### config.mk
export PLATFORM = sky130hd
export DESIGN_NAME = logic_and_branch_decode
export DESIGN_NICKNAME = d
export VERILOG_FILES = /design/src/logic/logic_branch_pkg.sv /design/src/logic/logic_and_branch_decode.sv /design/src/logic/branch_target_calc.sv
export SDC_FILE = /design/constraint.sdc
export NUM_CORES = 1
export LEC_CHECK = 0
export BUFFER_PORTS_ARGS = -buffer_cell sky130_fd_sc_hd__buf_2
export CELL_PAD_IN_SITES_DETAIL_PLACEMENT = 1
export CELL_PAD_IN_SITES_GLOBAL_PLACEMENT = 1
export CORE_UTILIZATION = 35
export DETAILED_ROUTE_END_ITERATION = 8
export PLACE_DENSITY = 0.72
export SLEW_MARGIN = 20
export SYNTH_ARGS = -nofsm -noshare
export SYNTH_HDL_FRONTEND = slang
export SYNTH_SLANG_ARGS = --single-unit
### constraint.sdc
create_clock -name ref_clk -period 20.9 [get_ports ref_clk]
set_input_delay 3.135 -clock ref_clk [delete_from_list [all_inputs] [get_ports ref_clk]]
set_output_delay 3.135 -clock ref_clk [all_outputs]
set_load 0.1 [all_outputs]
### src/logic/logic_branch_pkg.sv
// Encodings, field positions and sizes for the logic and branch decoder
package logic_branch_pkg;
    localparam int XLEN = 64;
    localparam int IW   = 32;
    // Major opcodes
    localparam logic [5:0] OP_REGISTER_FORMAT = 6'h00;
    localparam logic [5:0] OP_BRANCH_GROUP    = 6'h01;
    localparam logic [5:0] OP_EQUAL_COMPARE   = 6'h04;
    localparam logic [5:0] OP_CONJ_IMM        = 6'h0C;
    localparam logic [5:0] OP_FLOAT_UNIT      = 6'h11;
    // Minor codes
    localparam logic [5:0] FN_CONJ            = 6'h24;
    localparam logic [4:0] SUB_NONNEG_LINK    = 5'h11;
    localparam logic [4:0] SUB_FLOAT_BRANCH   = 5'h08;
    localparam logic [4:0] ZERO_FIELD         = 5'h00;
    localparam logic [4:0] LINK_REG           = 5'h1F;
    // Field positions
    localparam int OP_HI = 31;
    localparam int OP_LO = 26;
    localparam int RS_HI = 25;
    localparam int RS_LO = 21;
    localparam int RT_HI = 20;
    localparam int RT_LO = 16;
    localparam int RD_HI = 15;
    localparam int RD_LO = 11;
    localparam int SA_HI = 10;
    localparam int SA_LO = 6;
    localparam int FN_HI = 5;
    localparam int FN_LO = 0;
    localparam int CC_HI = 20;
    localparam int CC_LO = 18;
    localparam int ND_BIT = 17;
    localparam int TF_BIT = 16;
    localparam int IMM_W  = 16;
    localparam int SHIFT_W = 2;
    localparam logic [XLEN-1:0] SLOT_STEP = 64'h0000_0000_0000_0004;
    localparam logic [XLEN-1:0] LINK_STEP = 64'h0000_0000_0000_0008;
    localparam logic [XLEN-1:0] RESET_PC  = 64'h0000_0000_0000_0000;
    // Exception codes reported to the pipeline
    typedef enum logic [1:0] {
        EXC_NONE, EXC_COP_UNUSABLE, EXC_RESERVED, EXC_UNIMPL_OP
    } exc_code_t;
endpackage : logic_branch_pkg

### src/logic/logic_and_branch_decode.sv
// Decode/execute of conjunction, relative branch, call-with-link and float-false branches
// Summary of operation
// - Register conjunction writes rs AND rt to rd
// - Immediate conjunction zero-extends immediate, writes rt
// - Equal branch with both registers zero always taken
// - Target is slot address plus shifted offset
// - Delay slot executes before PC takes target
// - Branch-group sub-op 10001 source zero always calls
// - Call writes branch address plus 8 to reg 31
// - Float branch fields: cc, nullify, polarity
// - False branch taken when selected code is 0
// - Likely form nullifies slot when not taken
// - Float branches report unusable/reserved/unimplemented
// - Three-bit select picks one of eight codes
`timescale 1ns/1ps
module logic_and_branch_decode
    import logic_branch_pkg::*;
(
    // Clock and reset
    input  wire logic                  ref_clk,
    input  wire logic                  rst,
    // Instruction issue
    input  wire logic                  issue_valid,
    input  wire logic [IW-1:0]         instr,
    input  wire logic [XLEN-1:0]       instr_pc,
    // Operands read from the register file
    input  wire logic [XLEN-1:0]       src_a,
    input  wire logic [XLEN-1:0]       src_b,
    // Float unit state
    input  wire logic [7:0]            fp_cond,
    input  wire logic                  fpu_usable,
    input  wire logic                  fpu_present,
    input  wire logic                  eight_cc_support,
    // Register write-back
    output logic                       wb_en,
    output logic [4:0]                 wb_reg,
    output logic [XLEN-1:0]            wb_data,
    // Program flow
    output logic [XLEN-1:0]            pc_out,
    output logic                       pc_redirect,
    output logic                       slot_nullify,
    output logic                       decoded,
    // Exceptions
    output logic                       exc_valid,
    output logic_branch_pkg::exc_code_t exc_code
);
    import logic_branch_pkg::*;

    // ------------------------------------------------------------
    // State
    // ------------------------------------------------------------
    typedef struct packed {
        logic            wb_en;
        logic [4:0]      wb_reg;
        logic [XLEN-1:0] wb_data;
        logic [XLEN-1:0] pc;
        logic            redirect;
        logic            nullify;
        logic            decoded;
        logic            exc;
        exc_code_t       code;
        logic            pend;
        logic [XLEN-1:0] pend_target;
    } state_t;

    state_t st_reg;
    state_t st_next;

    // ------------------------------------------------------------
    // Field decode
    // ------------------------------------------------------------
    function automatic logic [4:0] fld5(input logic [IW-1:0] i, input int lo);
        fld5 = i[lo +: 5];
    endfunction : fld5

    logic [5:0]       op;
    logic [5:0]       fn;
    logic [2:0]       cc_sel;
    logic [XLEN-1:0]  target;
    logic [XLEN-1:0]  link_addr;
    logic             is_and;
    logic             is_bitwise_conjunction_imm;
    logic             is_uncond;
    logic             is_call;
    logic             is_fbr;
    logic             fp_taken;

    assign op        = instr[OP_HI:OP_LO];
    assign fn        = instr[FN_HI:FN_LO];
    assign cc_sel    = instr[CC_HI:CC_LO];
    assign is_and    = op == OP_REGISTER_FORMAT && fn == FN_CONJ && fld5(instr, SA_LO) == ZERO_FIELD;
    assign is_bitwise_conjunction_imm   = op == OP_CONJ_IMM;
    assign is_uncond = op == OP_EQUAL_COMPARE && fld5(instr, RS_LO) == ZERO_FIELD
                       && fld5(instr, RT_LO) == ZERO_FIELD;
    assign is_call   = op == OP_BRANCH_GROUP && fld5(instr, RT_LO) == SUB_NONNEG_LINK
                       && fld5(instr, RS_LO) == ZERO_FIELD;
    assign is_fbr    = op == OP_FLOAT_UNIT && fld5(instr, RS_LO) == SUB_FLOAT_BRANCH
                       && !instr[TF_BIT];
    assign fp_taken  = fp_cond[cc_sel] == 1'b0;

    branch_target_calc u_target (
        .branch_pc (instr_pc),
        .offset    (instr[IMM_W-1:0]),
        .target    (target),
        .link_addr (link_addr)
    );

    // ------------------------------------------------------------
    // Next state
    // ------------------------------------------------------------
    always_comb begin
        st_next          = st_reg;
        st_next.wb_en    = 1'b0;
        st_next.redirect = 1'b0;
        st_next.nullify  = 1'b0;
        st_next.decoded  = 1'b0;
        st_next.exc      = 1'b0;
        st_next.code     = EXC_NONE;
        if (issue_valid) begin
            st_next.pc = instr_pc;
            // Delay slot done: PC takes the held target
            if (st_reg.pend) begin
                st_next.pc       = st_reg.pend_target;
                st_next.redirect = 1'b1;
                st_next.pend     = 1'b0;
            end
            if (is_and) begin
                st_next.decoded = 1'b1;
                st_next.wb_en   = 1'b1;
                st_next.wb_reg  = fld5(instr, RD_LO);
                st_next.wb_data = src_a & src_b;
            end else if (is_bitwise_conjunction_imm) begin
                st_next.decoded = 1'b1;
                st_next.wb_en   = 1'b1;
                st_next.wb_reg  = fld5(instr, RT_LO);
                st_next.wb_data = src_a & {{(XLEN-IMM_W){1'b0}}, instr[IMM_W-1:0]};
            end else if (is_uncond || is_call) begin
                st_next.decoded     = 1'b1;
                st_next.pend        = 1'b1;
                st_next.pend_target = target;
                if (is_call) begin
                    st_next.wb_en   = 1'b1;
                    st_next.wb_reg  = LINK_REG;
                    st_next.wb_data = link_addr;
                end
            end else if (is_fbr) begin
                st_next.decoded = 1'b1;
                if (!fpu_present) begin
                    st_next.exc  = 1'b1;
                    st_next.code = EXC_RESERVED;
                end else if (!fpu_usable) begin
                    st_next.exc  = 1'b1;
                    st_next.code = EXC_COP_UNUSABLE;
                end else if (!eight_cc_support && cc_sel != 3'h0) begin
                    st_next.exc  = 1'b1;
                    st_next.code = EXC_UNIMPL_OP;
                end else if (fp_taken) begin
                    st_next.pend        = 1'b1;
                    st_next.pend_target = target;
                end else if (instr[ND_BIT]) begin
                    st_next.nullify = 1'b1;
                end
            end
        end
    end

    always_ff @(posedge ref_clk or posedge rst) begin
        if (rst) begin
            st_reg <= '{wb_en: 1'b0, wb_reg: 5'h00, wb_data: '0, pc: RESET_PC, redirect: 1'b0,
                        nullify: 1'b0, decoded: 1'b0, exc: 1'b0, code: EXC_NONE, pend: 1'b0,
                        pend_target: '0};
        end else begin
            st_reg <= st_next;
        end
    end

    assign wb_en        = st_reg.wb_en;
    assign wb_reg       = st_reg.wb_reg;
    assign wb_data      = st_reg.wb_data;
    assign pc_out       = st_reg.pc;
    assign pc_redirect  = st_reg.redirect;
    assign slot_nullify = st_reg.nullify;
    assign decoded      = st_reg.decoded;
    assign exc_valid    = st_reg.exc;
    assign exc_code     = st_reg.code;

    // ------------------------------------------------------------
    // Assertions
    // ------------------------------------------------------------
    a_and_result: assert property (@(posedge ref_clk) disable iff (rst)
        issue_valid && is_and |=> wb_en && wb_data == $past(src_a & src_b))
        else $error("register conjunction result wrong");
    a_bitwise_conjunction_imm_result: assert property (@(posedge ref_clk) disable iff (rst)
        issue_valid && is_bitwise_conjunction_imm |=> wb_en && wb_reg == $past(instr[RT_HI:RT_LO])
        && wb_data[XLEN-1:IMM_W] == '0)
        else $error("immediate conjunction result wrong");
    a_uncond_taken: assert property (@(posedge ref_clk) disable iff (rst)
        issue_valid && is_uncond && !st_reg.pend ##1 issue_valid |=> pc_redirect)
        else $error("unconditional branch not taken");
    a_target_calc: assert property (@(posedge ref_clk) disable iff (rst)
        issue_valid && is_uncond |=> st_reg.pend_target == $past(instr_pc) + SLOT_STEP
        + {{(XLEN-IMM_W-SHIFT_W){$past(instr[IMM_W-1])}}, $past(instr[IMM_W-1:0]), 2'b00})
        else $error("branch target wrong");
    a_slot_first: assert property (@(posedge ref_clk) disable iff (rst)
        issue_valid && (is_uncond || is_call) && !st_reg.pend |=> !pc_redirect)
        else $error("redirect before delay slot");
    a_call_link: assert property (@(posedge ref_clk) disable iff (rst)
        issue_valid && is_call |=> wb_en && wb_reg == LINK_REG
        && wb_data == $past(instr_pc) + LINK_STEP)
        else $error("link write wrong");
    a_false_taken: assert property (@(posedge ref_clk) disable iff (rst)
        issue_valid && is_fbr && fpu_present && fpu_usable && cc_sel == 3'h0
        && !fp_cond[0] |=> st_reg.pend)
        else $error("float false branch not taken");
    a_likely_null: assert property (@(posedge ref_clk) disable iff (rst)
        issue_valid && is_fbr && instr[ND_BIT] && fpu_present && fpu_usable
        && (eight_cc_support || cc_sel == 3'h0) && fp_cond[cc_sel] |=> slot_nullify)
        else $error("likely slot not nullified");
    a_fpu_unusable: assert property (@(posedge ref_clk) disable iff (rst)
        issue_valid && is_fbr && fpu_present && !fpu_usable |=> exc_valid
        && exc_code == EXC_COP_UNUSABLE)
        else $error("unusable exception missing");
    a_conj_no_exc: assert property (@(posedge ref_clk) disable iff (rst)
        issue_valid && (is_and || is_bitwise_conjunction_imm) |=> !exc_valid)
        else $error("conjunction raised exception");
    c_call: cover property (@(posedge ref_clk) disable iff (rst) issue_valid && is_call ##1 issue_valid ##1 pc_redirect);
    c_likely: cover property (@(posedge ref_clk) disable iff (rst) slot_nullify);
    c_fexc: cover property (@(posedge ref_clk) disable iff (rst) exc_valid);
    c_and: cover property (@(posedge ref_clk) disable iff (rst) issue_valid && is_and);
endmodule : logic_and_branch_decode

### src/logic/branch_target_calc.sv
// Branch target and link address arithmetic
`timescale 1ns/1ps
module branch_target_calc
    import logic_branch_pkg::*;
(
    // Branch address and offset
    input  wire logic [XLEN-1:0]  branch_pc,
    input  wire logic [IMM_W-1:0] offset,
    // Results
    output logic [XLEN-1:0]       target,
    output logic [XLEN-1:0]       link_addr
);
    import logic_branch_pkg::*;
    logic [IMM_W+SHIFT_W-1:0] shifted;
    assign shifted   = {offset, {SHIFT_W{1'b0}}};
    // Relative to the delay-slot address
    assign target    = branch_pc + SLOT_STEP
                       + {{(XLEN-IMM_W-SHIFT_W){shifted[IMM_W+SHIFT_W-1]}}, shifted};
    assign link_addr = branch_pc + LINK_STEP;
endmodule : branch_target_calc

==> Implementation_results.wiki <==
{| class="wikitable"
! Metric !! Value
|-
| Leading cell types by count after synthesis || nand2_1 (214), dfrtp_1 (205), o21ai_0 (166), a21oi_1 (144), buf_4 (135)
|-
| Area growth from synthesis to layout || 15.0%
|-
| Period Utilization, post-route || 0.315
|-
| Number of rows created at floorplan || 76
|-
| Avg Vias per Cell || 5.46
|-
| Final hold violation count || 0
|-
| Peak supply drop || 0.0000484 V
|-
| Total of hold buffers inserted after clock tree synthesis || 0
|-
| Flip-flop count of the largest register, all copies and words added || 65
|-
| Number of standard cells after synthesis || about 1800
|-
| Final RePlAce weighted congestion || a little under 0.9
|-
| Met1 track utilization from global routing || 0.331
|-
| Yosys Warn Count || 0
|-
| Global router's overall resource usage || 0.247
|-
| Fin util || 0.407
|-
| Maximum clock path buffer count || 3
|-
| Post-CTS setup repair buffer count || 0
|-
| Area contributors post-synth || dfrtp_1 (34%), ha_1 (10%), buf_4 (6.7%)
|-
| Area after detailed placement || 16600 um^2
|-
| Library cell with the highest instance count after synthesis || nand2_1
|-
| Global route overflow || 0
|-
| Yosys top cell by area || dfrtp_1
|-
| Max Fclk || 152 MHz
|-
| Critical path launch point type || primary input
|-
| Ys flop type || dfrtp_1
|-
| Req. time, crit path || 21.29 ns
|-
| H-Tree Level Count || 1
|-
| Proportion of netlist area held by the largest area contributor || 0.337
|-
| Die Wd || 211 um
|-
| Leakage || 7.85 nW
|-
| Async set-or-reset flop fraction in the synthesized netlist || 1.00
|-
| Number of global-route vias before repair || ~15000
|-
| Part of the Yosys area used for sequential elements || 0.337
|-
| Status || finished, final reports clean
|-
| Setup TNS || 0 ns
|-
| WL per Instance || 21.6 um
|-
| Slew HR || 0.350
|-
| Synth cell types || 73
|-
| Critical path capture point type || flop
|-
| Number of sinks driven by the clock tree || 205
|-
| Post-layout total power || 1.26 mW
|-
| Critical path peak fanout || 49
|-
| Final setup viols || 0
|-
| Half-perimeter wire length after detailed placement || 42000 um
|-
| Vias || 14000
|-
| Initial antenna violation count || 2
|-
| Clock transition at the registers of the reported paths || 0.06 ns
|-
| Number of port buffers || 377
|-
| Syn Nets || 2117
|-
| I/O pin total || 378
|-
| Number of nets in the layout || roughly 2300
|-
| Actual transition at the worst max-transition pin || slightly below 1 ns
|-
| Clock root cell || clkbuf_16
|-
| Total CTS buffers || 26
|-
| CTS tree || built
|-
| RSZ-0062 raised after global routing || false
|-
| Pwr Density || 72.0 nW/um^2
|-
| Busiest grt layer || met2
|-
| Type of the worst setup path || in -> reg
|-
| Setup clock skew after layout || 0.0156 ns
|-
| Core region area || 43000 um^2
|-
| Clock latency at the later pin of the worst-skew pair || 0.55 ns
|-
| Post-layout minimum cycle time || 6.59 ns
|-
| Chip height || between 200 and 250 um
|-
| Met2 demand-to-capacity share in global routing || 0.416
|-
| Max capacitance violation total || 0
|-
| Critical path arrival || 6.98 ns
|-
| Global-route met3 utilization || 0.0317
|-
| Detail Route Antenna Nets || 0
|-
| Fraction of layout cells with a size suffix above 1 || 0.234
|-
| Flop and latch count out of synthesis || roughly 200
|-
| Starting Density || 0.354
|-
| Tightest Hold Check Type || reg -> reg
|-
| Total DRC errors in the routed layout || 0
|-
| Number of optimization iterations in the first detailed-route pass || 4
|-
| First-pass GRT wire length || 86100 um
|-
| Netlist Area Pre-Place || approximately 15000 um^2
|-
| Total routed wirelength || 55200 um
|-
| Resized cells post-CTS || 0
|-
| Post-synthesis area per instance || 8.67 um^2
|-
| Post-route design area || around 18000 um^2
|-
| Largest net degree at the start of global routing || 105
|-
| Die area || 44300 um^2
|-
| Max-slew violation total from the final report || 0
|-
| Number of enable flip-flop cells after synthesis || 0
|-
| Iteration-0 DRC Markers || around 600
|}
layout make-up:
cell class | count | area (um^2)
timing repair buffer | 391 | 1990
fill | 5183 | 25500
multi-input combinational | 1300 | 8650
antenna | 2 | 5.00
clock inverter | 9 | 97.6
tap | 585 | 732
clock buffer | 38 | 777
inverter | 29 | 116
sequential | 205 | 5130
final timing paths:
path	startpoint	endpoint	slack, ns	cells past startpoint
max in group asynchronous	rst	st_reg[26]	16.23	4
hold / removal	wb_data[60]	wb_data[60]	0.48	2
setup / recovery	instr[15]	st_reg[60]	14.31	13
min in group asynchronous	rst	wb_data[58]	2.72	2
hold reg to reg	wb_data[60]	wb_data[60]	0.48	2
setup reg to reg	st_reg[64]	pc_out[63]	18.91	3
kinds of logic after synthesis:
kind of cell    synth area share
buf+inv                   0.0957
fa+ha+maj                  0.102
simple gates               0.145
mux                       0.0502
xor+xnor                  0.0673
compound gates             0.203
flops                      0.337
worst max-delay path, cell delays in order:
cell and delay (ns):
buf_2 0.09, buf_4 0.52, ha_1 0.36, ha_1 0.42
inv_1 0.09, nor3_1 0.38, nor4b_1 0.33, a21oi_1 0.24
o31ai_1 0.63, a31oi_1 0.27, o21ai_1 0.22, xnor2_1 0.14
o21ai_0 0.11
where the power goes:
| group | switching [mW] | total (mW) | internal (mW) |
|---|---|---|---|
| Clock | 0.188 | 0.469 | 0.281 |
| Sequential | 0.00760 | 0.418 | 0.410 |
| Combinational | 0.267 | 0.373 | 0.106 |
stage by stage:
step / hold WS [ns] / std cells / worst slack [ns]
final: 0.477 / 2559 / 14.31
after global routing: 0.507 / 2559 / 14.05
after CTS: 0.482 / 2557 / 14.37
after detailed placement: 0.469 / 2510 / 13.81
after global placement: 0.458 / 2510 / 14.01
after floorplan: 0.450 / 1756 / 12.17
cell usage in the layout, fill, tap and decap left out, types with 25 or more instances in the layout:
cell type,Yosys,layout
clkbuf_16,0,27
buf_2,5,376
a32oi_1,49,49
a21oi_1,144,144
ha_1,122,122
nand3_1,38,38
inv_1,28,27
xor2_1,33,33
nand2_1,214,214
o21ai_0,166,166
nand4_1,25,25
nor2_1,125,125
mux2i_1,65,65
dfrtp_1,205,204
xnor2_1,84,84
metal layers:
metal / wire, um / vias to the layer above / share of wire
met5: 0 / - / 0
met4: 1360 / 0 / 0.025
met3: 2540 / 77 / 0.046
met2: 26000 / 359 / 0.47
met1: 25300 / 6952 / 0.46
li1: - / 6583 / -
Note: power is estimated with default switching activity, not from simulation.
